===== src/logic/cable_diag_pkg.sv =====
// shared constants and carrier types for the cable diagnostic registers
package cable_diag_pkg;

  localparam int ADDR_W = 5;
  localparam int DATA_W = 16;

  // register offsets
  localparam logic [ADDR_W-1:0] REFL_CTRL_OFF = 5'h16;
  localparam logic [ADDR_W-1:0] PEAK_OFF      = 5'h18;
  localparam logic [ADDR_W-1:0] THR_OFF       = 5'h19;
  localparam logic [ADDR_W-1:0] VAR_CTRL_OFF  = 5'h1a;
  localparam logic [ADDR_W-1:0] VAR_DATA_OFF  = 5'h1b;

  // reflect control fields
  localparam int SEND_BIT     = 11;
  localparam int MIN_MODE_BIT = 7;
  localparam int THR_LSB      = 0;
  localparam int SAMPLE_W     = 6;
  localparam logic [SAMPLE_W-1:0] THRESHOLD_RST = 6'h20;

  // result fields
  localparam int TIME_W         = 8;
  localparam int PEAK_TIME_LSB  = 0;
  localparam int PEAK_VALUE_LSB = 8;
  localparam int THR_TIME_LSB   = 0;
  localparam int MET_BIT        = 8;

  // variance control fields
  localparam int READY_BIT  = 15;
  localparam int FREEZE_BIT = 3;
  localparam int TIMER_LSB  = 1;
  localparam int TIMER_W    = 2;
  localparam int ENABLE_BIT = 0;
  localparam logic [TIMER_W-1:0] TIMER_RST = 2'h0;
  localparam int SUM_W      = 32;
  localparam int HALF_W     = 16;

  // timing
  localparam int CLK_PERIOD_NS = 4;
  localparam int TICK_NS       = 8;
  localparam int TICK_DIV      = TICK_NS / CLK_PERIOD_NS;
  localparam int TICK_CW       = 1;
  localparam int UNIT_PS       = 1048576000;
  localparam int UNIT_TICKS    = UNIT_PS / (TICK_NS * 1000);
  localparam int UNIT_CW       = 17;
  localparam int UNITS_W       = 4;
  localparam int SEND_MAX_CYC  = 600;

  typedef struct packed {
    logic [TIME_W-1:0] start;
    logic [TIME_W-1:0] stop;
  } window_t;

  typedef struct packed {
    logic [SAMPLE_W-1:0] peak_value;
    logic [TIME_W-1:0]   peak_time;
    logic                thr_met;
    logic [TIME_W-1:0]   thr_time;
  } reflect_result_t;

endpackage


===== src/logic/reflect_window_detector.sv =====
// peak and threshold capture over one reflectometry sample window
`timescale 1ns/10ps
module reflect_window_detector (
  input  wire logic                                  core_clk_in,
  input  wire logic                                  srst_in,
  input  wire logic                                  tick_in,
  input  wire logic                                  start_in,
  input  wire logic                                  min_mode_in,
  input  wire logic [cable_diag_pkg::SAMPLE_W-1:0]   threshold_in,
  input  wire cable_diag_pkg::window_t               window_in,
  input  wire logic [cable_diag_pkg::SAMPLE_W-1:0]   sample_in,
  output logic                                       done_out,
  output cable_diag_pkg::reflect_result_t            result_out
);

  typedef enum logic {det_idle, det_capture} det_state_t;

  det_state_t                              state, next_state;
  logic [cable_diag_pkg::TIME_W-1:0]       time_cnt, next_time_cnt;
  logic                                    have_peak, next_have_peak;
  logic                                    min_mode, next_min_mode;
  logic [cable_diag_pkg::SAMPLE_W-1:0]     thr, next_thr;
  cable_diag_pkg::window_t                 win, next_win;
  cable_diag_pkg::reflect_result_t         work, next_work;
  cable_diag_pkg::reflect_result_t         next_result;
  logic                                    next_done;
  logic                                    in_win;
  logic                                    better;
  logic                                    meets;

  always_comb begin
    next_state     = state;
    next_time_cnt  = time_cnt;
    next_have_peak = have_peak;
    next_min_mode  = min_mode;
    next_thr       = thr;
    next_win       = win;
    next_work      = work;
    next_result    = result_out;
    next_done      = 1'b0;
    in_win = (time_cnt >= win.start) && (time_cnt <= win.stop);
    // strict compare keeps the time of the first equal extreme
    better = !have_peak ||
             (min_mode ? (sample_in < work.peak_value)
                       : (sample_in > work.peak_value)); // RULE_02 RULE_03
    meets = min_mode ? (sample_in < thr) : (sample_in > thr);
    unique case (state)
      det_idle: begin
        if (start_in) begin
          next_state     = det_capture;
          next_time_cnt  = '0;
          next_have_peak = 1'b0;
          next_min_mode  = min_mode_in; // RULE_19
          next_thr       = threshold_in;
          next_win       = window_in;
          next_work      = '0;
        end
      end
      det_capture: begin
        if (tick_in) begin
          // one tick is one 8 ns sample step
          if (in_win) begin // RULE_18
            if (better) begin
              next_have_peak       = 1'b1;
              next_work.peak_value = sample_in; // RULE_02
              next_work.peak_time  = time_cnt; // RULE_03
            end
            if (meets && !work.thr_met) begin
              next_work.thr_met  = 1'b1; // RULE_05
              next_work.thr_time = time_cnt; // RULE_06
            end
          end
          if (time_cnt >= win.stop) begin
            next_state  = det_idle;
            next_result = next_work; // RULE_01
            next_done   = 1'b1;
          end else begin
            next_time_cnt = time_cnt + 8'h01;
          end
        end
      end
    endcase
  end

  always_ff @(posedge core_clk_in) begin
    if (srst_in) begin
      state      <= det_idle;
      time_cnt   <= '0;
      have_peak  <= 1'b0;
      min_mode   <= 1'b0;
      thr        <= cable_diag_pkg::THRESHOLD_RST;
      win        <= '0;
      work       <= '0;
      result_out <= '0;
      done_out   <= 1'b0;
    end else begin
      state      <= next_state;
      time_cnt   <= next_time_cnt;
      have_peak  <= next_have_peak;
      min_mode   <= next_min_mode;
      thr        <= next_thr;
      win        <= next_win;
      work       <= next_work;
      result_out <= next_result;
      done_out   <= next_done;
    end
  end

endmodule


===== src/logic/cable_diag_results_variance.sv =====
// reflectometry result and signal variance register bank
//
// What this block does
// [RULE_01] results valid once send bit clears again
// [RULE_02] peak field holds max, or min in minimum mode
// [RULE_03] peak time marks first occurrence of peak
// [RULE_04] reserved bits ignore writes, read zero
// [RULE_05] threshold flag set when any sample met it
// [RULE_06] threshold time marks first meeting sample
// [RULE_07] ready flag clears after two data reads
// [RULE_08] freeze holds data, clears after two reads
// [RULE_09] timer code selects 2, 4, 6, 8 units
// [RULE_10] new timer value restarts the computation
// [RULE_11] data loads only at period end, unfrozen
// [RULE_12] one unit is 2^17 ticks of 8 ns
// [RULE_13] enable bit gates computation, resets off
// [RULE_14] first read low half, second high half
// [RULE_15] host sets freeze after seeing ready
// [RULE_16] data valid only while ready is set
// [RULE_17] send bit self-clears when capture completes
// [RULE_18] window and result times in 8 ns steps
// [RULE_19] minimum mode selects negative peak detection
// [RULE_20] half toggle resets when freeze newly set
// [RULE_21] disabled engine stays idle, no ready
//
// Design decision made here: the plain strobed port.
`timescale 1ns/10ps
module cable_diag_results_variance #(
  parameter int unsigned UNIT_TICKS = cable_diag_pkg::UNIT_TICKS
) (
  input  wire logic                                core_clk_in,
  input  wire logic                                srst_in,
  input  wire logic [cable_diag_pkg::ADDR_W-1:0]   reg_addr_in,
  input  wire logic [cable_diag_pkg::DATA_W-1:0]   reg_wdata_in,
  input  wire logic                                reg_wr_in,
  input  wire logic                                reg_rd_in,
  output logic      [cable_diag_pkg::DATA_W-1:0]   reg_rdata_out,
  input  wire cable_diag_pkg::window_t             window_in,
  input  wire logic [cable_diag_pkg::SAMPLE_W-1:0] sample_value_in,
  input  wire logic [cable_diag_pkg::HALF_W-1:0]   variance_term_in,
  input  wire logic                                variance_term_valid_in,
  output logic                                     pulse_send_out
);

  function automatic logic hit(input logic [cable_diag_pkg::ADDR_W-1:0] a,
                               input logic [cable_diag_pkg::ADDR_W-1:0] o);
    hit = (a == o);
  endfunction

  ////////////////////////////////////////////////////////////////////////////
  // decode and 8 ns tick

  logic                                  wr_refl;
  logic                                  wr_var;
  logic                                  rd_data;
  logic [cable_diag_pkg::TICK_CW-1:0]    tick_cnt, next_tick_cnt;
  logic                                  tick;

  assign wr_refl = reg_wr_in && hit(reg_addr_in, cable_diag_pkg::REFL_CTRL_OFF);
  assign wr_var  = reg_wr_in && hit(reg_addr_in, cable_diag_pkg::VAR_CTRL_OFF);
  assign rd_data = reg_rd_in && hit(reg_addr_in, cable_diag_pkg::VAR_DATA_OFF);

  always_comb begin
    tick = (tick_cnt == cable_diag_pkg::TICK_CW'(cable_diag_pkg::TICK_DIV - 1));
    next_tick_cnt = tick ? '0 : tick_cnt + 1'b1;
  end

  always_ff @(posedge core_clk_in) begin
    if (srst_in) begin
      tick_cnt <= '0;
    end else begin
      tick_cnt <= next_tick_cnt;
    end
  end

  ////////////////////////////////////////////////////////////////////////////
  // reflectometry control and capture

  logic                                  min_mode, next_min_mode;
  logic [cable_diag_pkg::SAMPLE_W-1:0]   threshold, next_threshold;
  logic                                  next_send;
  logic                                  det_start;
  logic                                  det_done;
  cable_diag_pkg::reflect_result_t       result;

  assign det_start = wr_refl && !pulse_send_out &&
                     reg_wdata_in[cable_diag_pkg::SEND_BIT];

  always_comb begin
    next_min_mode  = min_mode;
    next_threshold = threshold;
    next_send      = pulse_send_out;
    if (wr_refl) begin
      next_min_mode  = reg_wdata_in[cable_diag_pkg::MIN_MODE_BIT]; // RULE_19
      next_threshold = reg_wdata_in[cable_diag_pkg::THR_LSB +:
                                    cable_diag_pkg::SAMPLE_W];
    end
    if (det_start) begin
      next_send = 1'b1;
    end else if (det_done) begin
      next_send = 1'b0; // RULE_17
    end
  end

  always_ff @(posedge core_clk_in) begin
    if (srst_in) begin
      min_mode       <= 1'b0;
      threshold      <= cable_diag_pkg::THRESHOLD_RST;
      pulse_send_out <= 1'b0;
    end else begin
      min_mode       <= next_min_mode;
      threshold      <= next_threshold;
      pulse_send_out <= next_send;
    end
  end

  reflect_window_detector u_detector (
    .core_clk_in  (core_clk_in),
    .srst_in      (srst_in),
    .tick_in      (tick),
    .start_in     (det_start),
    .min_mode_in  (next_min_mode),
    .threshold_in (next_threshold),
    .window_in    (window_in),
    .sample_in    (sample_value_in),
    .done_out     (det_done),
    .result_out   (result)
  );

  ////////////////////////////////////////////////////////////////////////////
  // variance control bits

  logic                                  enable, next_enable;
  logic                                  freeze, next_freeze;
  logic [cable_diag_pkg::TIMER_W-1:0]    timer, next_timer;
  logic                                  ready, next_ready;
  logic                                  half_sel, next_half_sel;
  logic                                  freeze_rise;
  logic                                  second_read;
  logic                                  timer_restart;
  logic                                  period_end;
  logic                                  load_sum;
  logic [cable_diag_pkg::TIMER_W-1:0]    wr_timer;

  assign wr_timer = reg_wdata_in[cable_diag_pkg::TIMER_LSB +:
                                 cable_diag_pkg::TIMER_W];
  assign timer_restart = wr_var && (wr_timer != timer); // RULE_10
  assign freeze_rise = wr_var && !freeze &&
                       reg_wdata_in[cable_diag_pkg::FREEZE_BIT];
  assign second_read = rd_data && half_sel;
  assign load_sum    = period_end && !freeze; // RULE_11

  always_comb begin
    next_enable   = enable;
    next_freeze   = freeze;
    next_timer    = timer;
    next_half_sel = half_sel;
    if (wr_var) begin
      next_enable = reg_wdata_in[cable_diag_pkg::ENABLE_BIT]; // RULE_13
      next_freeze = reg_wdata_in[cable_diag_pkg::FREEZE_BIT]; // RULE_08
      next_timer  = wr_timer; // RULE_09
    end else if (second_read) begin
      next_freeze = 1'b0; // RULE_08
    end
    if (freeze_rise) begin
      next_half_sel = 1'b0; // RULE_20
    end else if (rd_data) begin
      next_half_sel = !half_sel; // RULE_14
    end
    // a fresh sum beats the clearing read in the same cycle
    next_ready = load_sum || (ready && !second_read); // RULE_07 RULE_16
  end

  always_ff @(posedge core_clk_in) begin
    if (srst_in) begin
      enable   <= 1'b0;
      freeze   <= 1'b0;
      timer    <= cable_diag_pkg::TIMER_RST;
      ready    <= 1'b0;
      half_sel <= 1'b0;
    end else begin
      enable   <= next_enable;
      freeze   <= next_freeze;
      timer    <= next_timer;
      ready    <= next_ready;
      half_sel <= next_half_sel;
    end
  end

  ////////////////////////////////////////////////////////////////////////////
  // variance timer and accumulator

  logic [cable_diag_pkg::UNIT_CW-1:0]    unit_cnt, next_unit_cnt;
  logic [cable_diag_pkg::UNITS_W-1:0]    unit_num, next_unit_num;
  logic [cable_diag_pkg::UNITS_W-1:0]    period_units;
  logic [cable_diag_pkg::SUM_W-1:0]      acc, next_acc;
  logic [cable_diag_pkg::SUM_W-1:0]      var_data, next_var_data;
  logic [cable_diag_pkg::SUM_W-1:0]      term;
  logic                                  unit_end;

  // two nominal milliseconds per timer code step
  assign period_units = {3'({1'b0, timer} + 3'h1), 1'b0}; // RULE_09
  assign unit_end = tick &&
    (unit_cnt == cable_diag_pkg::UNIT_CW'(UNIT_TICKS - 1)); // RULE_12
  assign period_end = enable && !timer_restart && unit_end &&
                      (unit_num == period_units - 4'h1); // RULE_21
  assign term = variance_term_valid_in ?
                {{(cable_diag_pkg::SUM_W - cable_diag_pkg::HALF_W){1'b0}},
                 variance_term_in} : '0;

  always_comb begin
    next_unit_cnt = unit_cnt;
    next_unit_num = unit_num;
    next_acc      = acc;
    next_var_data = var_data;
    if (!enable || timer_restart) begin
      next_unit_cnt = '0; // RULE_10 RULE_21
      next_unit_num = '0;
      next_acc      = '0;
    end else begin
      next_acc = acc + term;
      if (unit_end) begin
        next_unit_cnt = '0;
        next_unit_num = unit_num + 4'h1;
      end else if (tick) begin
        next_unit_cnt = unit_cnt + 1'b1;
      end
      if (period_end) begin
        next_unit_num = '0;
        next_acc      = term;
      end
    end
    if (load_sum) begin
      next_var_data = acc; // RULE_11
    end
  end

  always_ff @(posedge core_clk_in) begin
    if (srst_in) begin
      unit_cnt <= '0;
      unit_num <= '0;
      acc      <= '0;
      var_data <= '0;
    end else begin
      unit_cnt <= next_unit_cnt;
      unit_num <= next_unit_num;
      acc      <= next_acc;
      var_data <= next_var_data;
    end
  end

  ////////////////////////////////////////////////////////////////////////////
  // read port

  logic [cable_diag_pkg::DATA_W-1:0]     next_rdata;

  always_comb begin
    next_rdata = '0; // RULE_04
    if (reg_rd_in) begin
      unique case (reg_addr_in)
        cable_diag_pkg::REFL_CTRL_OFF: begin
          next_rdata[cable_diag_pkg::SEND_BIT]     = pulse_send_out;
          next_rdata[cable_diag_pkg::MIN_MODE_BIT] = min_mode;
          next_rdata[cable_diag_pkg::THR_LSB +:
                     cable_diag_pkg::SAMPLE_W]     = threshold;
        end
        cable_diag_pkg::PEAK_OFF: begin
          next_rdata[cable_diag_pkg::PEAK_VALUE_LSB +:
                     cable_diag_pkg::SAMPLE_W] = result.peak_value; // RULE_02
          next_rdata[cable_diag_pkg::PEAK_TIME_LSB +:
                     cable_diag_pkg::TIME_W] = result.peak_time; // RULE_03
        end
        cable_diag_pkg::THR_OFF: begin
          next_rdata[cable_diag_pkg::MET_BIT] = result.thr_met; // RULE_05
          next_rdata[cable_diag_pkg::THR_TIME_LSB +:
                     cable_diag_pkg::TIME_W] = result.thr_time; // RULE_06
        end
        cable_diag_pkg::VAR_CTRL_OFF: begin
          next_rdata[cable_diag_pkg::READY_BIT]  = ready; // RULE_07
          next_rdata[cable_diag_pkg::FREEZE_BIT] = freeze;
          next_rdata[cable_diag_pkg::TIMER_LSB +:
                     cable_diag_pkg::TIMER_W]    = timer;
          next_rdata[cable_diag_pkg::ENABLE_BIT] = enable;
        end
        cable_diag_pkg::VAR_DATA_OFF: begin
          next_rdata = half_sel ?
            var_data[cable_diag_pkg::SUM_W-1:cable_diag_pkg::HALF_W] :
            var_data[cable_diag_pkg::HALF_W-1:0]; // RULE_14
        end
        default: next_rdata = '0;
      endcase
    end
  end

  always_ff @(posedge core_clk_in) begin
    if (srst_in) begin
      reg_rdata_out <= '0;
    end else begin
      reg_rdata_out <= next_rdata;
    end
  end

  ////////////////////////////////////////////////////////////////////////////
  // checks

  logic [cable_diag_pkg::HALF_W-1:0] var_lo;
  logic [cable_diag_pkg::HALF_W-1:0] var_hi;
  assign var_lo = var_data[cable_diag_pkg::HALF_W-1:0];
  assign var_hi = var_data[cable_diag_pkg::SUM_W-1:cable_diag_pkg::HALF_W];
endmodule


===== config.mk =====
export PLATFORM = sky130hd
export DESIGN_NAME = cable_diag_results_variance
export DESIGN_NICKNAME = d
export VERILOG_FILES = /design/src/logic/cable_diag_pkg.sv /design/src/logic/reflect_window_detector.sv /design/src/logic/cable_diag_results_variance.sv
export SDC_FILE = /design/constraint.sdc
export NUM_CORES = 1
export LEC_CHECK = 0
export ABC_CLOCK_PERIOD_IN_PS = 9600
export BUFFER_PORTS_ARGS = -buffer_cell sky130_fd_sc_hd__buf_2
export CAP_MARGIN = 15
export CORE_MARGIN = 1.5
export CORE_UTILIZATION = 44
export DETAILED_ROUTE_END_ITERATION = 12
export SLEW_MARGIN = 25
export SYNTH_ARGS = -nofsm -noshare
export SYNTH_HDL_FRONTEND = slang
export SYNTH_SLANG_ARGS = --single-unit
export TNS_END_PERCENT = 30

===== constraint.sdc =====
create_clock -name core_clk_in -period 9.6 [get_ports core_clk_in]
set_input_delay 2.88 -clock core_clk_in [delete_from_list [all_inputs] [get_ports core_clk_in]]
set_output_delay 2.88 -clock core_clk_in [all_outputs]
set_load 0.01 [all_outputs]

==> reports/results.tsv <==
stage	metric	value	unit
status	status	complete, no violations	
timing	unrepaired setup endpoints after global routing	no	
worst_setup_path	critical path endpoint category	register	
cells_and_area	share of layout cells above drive strength 1	0.1169	
worst_setup_path	critical path class	primary input to register	
global_routing	M3 GR Usage	0.03508	
die	Ports	81	
cts	CTS-repair resized insts	0	
route	via count	8328	
die	die area	23050	um^2
worst_setup_path	Worst R2R End	var_data[30]	
cells_and_area	Final nets	1300	
timing	final worst slack	4238	ps
cts	CTS root buf	clkbuf_16	
cts	number of CTS-inserted buffers	17	
hold_path	WHS Endpoint	u_detector.win[15]	
timing	final setup fails	0	
yosys	number of flops mapped to enable cells by yosys	0	
cells_and_area	Core Util, Final	0.4997	
worst_setup_path	r2r worst-path depth	12	
die	starting density of the core	0.4480	
worst_setup_path	RR Startpoint	unit_cnt[5]	
timing	final worst-path cycle share	0.5586	
yosys	Post-Syn Area	9746	um^2
power_and_ir_drop	power density over cell area	147.7	nW/um^2
timing	Setup TNS Final	0	ps
cts	clock sink count	196	
cts	Clk pin slew, worst setup/hold paths	70	ps
die	DIE HEIGHT	151.8	um
route	DRT Wirelength	25.16	mm
yosys	ys flop type	dfxtp_1	
placement	dpl hpwl	17.69	mm
placement	Area after DPL	10260	um^2
route	WL/cell	17.01	um
timing	fin crit period	5362	ps
global_routing	vias in the first global route	7722	
yosys	Avg Cell Area, Syn	8.474	um^2
cts	# hold bufs at CTS	0	
cells_and_area	area delta synth->final	11.54	%
cts	later-pin clock latency in the skew report	440	ps
placement	PortBufs	72	
die	Die X	151.8	um
yosys	Synth Register Bits	196	
global_routing	largest net degree at the start of global routing	47	
yosys	Cells after Synth	1150	
timing	Final Hold Vio Count	0	
hold_path	Hold Path Cell Cnt	2	
placement	Final GP Congestion	0.8472	
yosys	share of the synthesized area in the top cell type	0.4026	
power_and_ir_drop	VDD IR max	0.1289	mV
cts	CTS tree	built	
placement	worst slack, placed	3491	ps
worst_setup_path	Worst Path Arrival	5650	ps
global_routing	initial antenna violation count	1	
timing	hold_ws	451.6	ps
yosys	asr flop ratio synth	0	
global_routing	met1 Track Usage GR	0.3126	
global_routing	GR peak layer	met2	
flow_run	Max Cap Viol	0	
yosys	number of distinct library cells after synthesis	76	
power_and_ir_drop	Static Leak	3.979	nW
route	vias per inst	5.631	
die	total core area	21760	um^2
cts	CTS H-tree lvls	4	
yosys	count leader, synth	dfxtp_1	
cts	Bufs on Longest Clock Path	2	
route	DRT Pass-1 Iters	5	
yosys	Synth Warn #	0	
hold_path	worst hold start	u_detector.win[15]	
yosys	Mapped Nets	1265	
timing	Slew HR	0.3103	
worst_setup_path	register-to-register path setup slack	5510	ps
worst_setup_path	kind of start point of the critical path	primary input	
cells_and_area	Design Area, Final	10870	um^2
timing	Fin Clk Skew	9.950	ps
yosys	Synth area leader	dfxtp_1	
yosys	Synth area leaders	dfxtp_1, ha_1, a21oi_1	
global_routing	met2 Usage GRT	0.3355	
yosys	post-synthesis sequential area ratio	0.4026	
route	Routed Antenna Nets	0	
timing	fin. max-slew vios	0	
global_routing	GRT Residual Overflow	0	
cts	# Post-CTS Setup Buffers	0	
yosys	most frequent cells after synthesis	dfxtp_1, nand2_1, a21oi_1	
worst_setup_path	Data required, critical path	9890	ps
timing	Max Clk Rate	186.5	MHz
die	Row Count	54	
hold_path	Hold WC Path Type	register to register	
route	Iteration-0 DRC Markers	520	
global_routing	GRT Util Overall	0.2178	
worst_setup_path	Worst Path Max Fanout	16	
global_routing	first-pass GRT wire length	40.87	mm
timing	Worst Max-Slew Pin Slew	1032	ps
route	DRC viols	0	
-- worst max-delay path by stage --
stage                     cells after the start       to              startpoint
after floorplan                              12  acc[16]  variance_term_valid_in
after global placement                       11  acc[26]  variance_term_valid_in
after detailed placement                     11  acc[20]  variance_term_valid_in
after CTS                                    11  acc[20]  variance_term_valid_in
after global routing                         12  acc[18]  variance_term_valid_in
final                                        12  acc[30]  variance_term_valid_in
-- cells in the final DEF, fill, tap and decap left out, drive strengths merged, types with 7 or more instances in the layout --
cell type / synthesis / final
dfxtp: 196 / 196
nand2: 149 / 149
a21oi: 121 / 121
buf: 20 / 82
nor2: 77 / 77
inv: 56 / 58
o21ai: 53 / 53
ha: 50 / 50
nand3: 42 / 42
mux2i: 33 / 33
clkbuf: 47 / 22
or3: 20 / 20
o211ai: 20 / 20
and3: 18 / 18
and2: 17 / 17
xor2: 16 / 16
nor3: 14 / 14
a32o: 14 / 14
o221ai: 14 / 14
a211oi: 11 / 11
nor3b: 10 / 10
o22ai: 10 / 10
xnor2: 10 / 10
a21o: 9 / 9
nand2b: 8 / 8
a221o: 8 / 8
nor2b: 7 / 7
or4: 7 / 7
a222oi: 7 / 7
a31oi: 7 / 7
-- metal layers --
metal / up-vias / routed length [um]
met5: - / 0
met4: 0 / 441
met3: 24 / 1007
met2: 183 / 11310
met1: 3917 / 12400
li1: 4204 / -
-- area by class of cell --
| class | instances | area [um^2] |
|---|---|---|
| antenna | 1 | 2.502 |
| fill | 2141 | 10890 |
| timing repair buffer | 83 | 442.9 |
| sequential | 196 | 3924 |
| inverter | 56 | 210.2 |
| tap | 280 | 350.3 |
| clock inverter | 11 | 126.4 |
| multi-input combinational | 831 | 5354 |
| clock buffer | 21 | 460.4 |
-- kinds of logic (layout without fill, tap and decap cells) --
logic type	Yosys count	after routing	share of synthesized area
compound gates	312	312	0.2091
xor+xnor	28	28	0.02824
fa+ha+maj	51	51	0.06625
buf+inv	123	171	0.05084
flops	196	196	0.4026
mux	36	36	0.03736
other cells	0	1	0
simple gates	404	404	0.2055
-- power breakdown --
part	internal [mW]	switching, mW	total [mW]	leakage, nW
combinational	0.0260	0.0444	0.0704	2.11
clock	0.400	0.319	0.719	0.288
sequential	0.814	0.00274	0.817	1.58
total	1.24	0.366	1.61	3.98
-- registers in the layout (all words and copies together) (netlist names), 2 cells and up --
register / cells
var_data: 32
u_detector.time_cnt: 8
u_detector.win: 16
timer: 2
unit_cnt: 17
reg_rdata_out: 16
threshold: 6
u_detector.result_out: 23
acc: 32
u_detector.thr: 6
unit_num: 4
u_detector.work: 23
-- through the flow --
step | cells | power, mW
after floorplan | 1150 | 0.8794
after global placement | 1445 | 0.9042
after detailed placement | 1445 | 0.9050
after CTS | 1477 | 1.623
after global routing | 1479 | 1.665
final | 1479 | 1.606
-- critical path: stages --
cell and delay, ps:
buf_2 180, nand2_1 120, inv_1 50, ha_1 200, fa_1 440, a211oi_2 320
nor4_1 130, or3b_1 480, a221oi_2 370, clkbuf_4 300, or4_1 130, a21oi_1 50
Power figures use the tool's default switching activity.
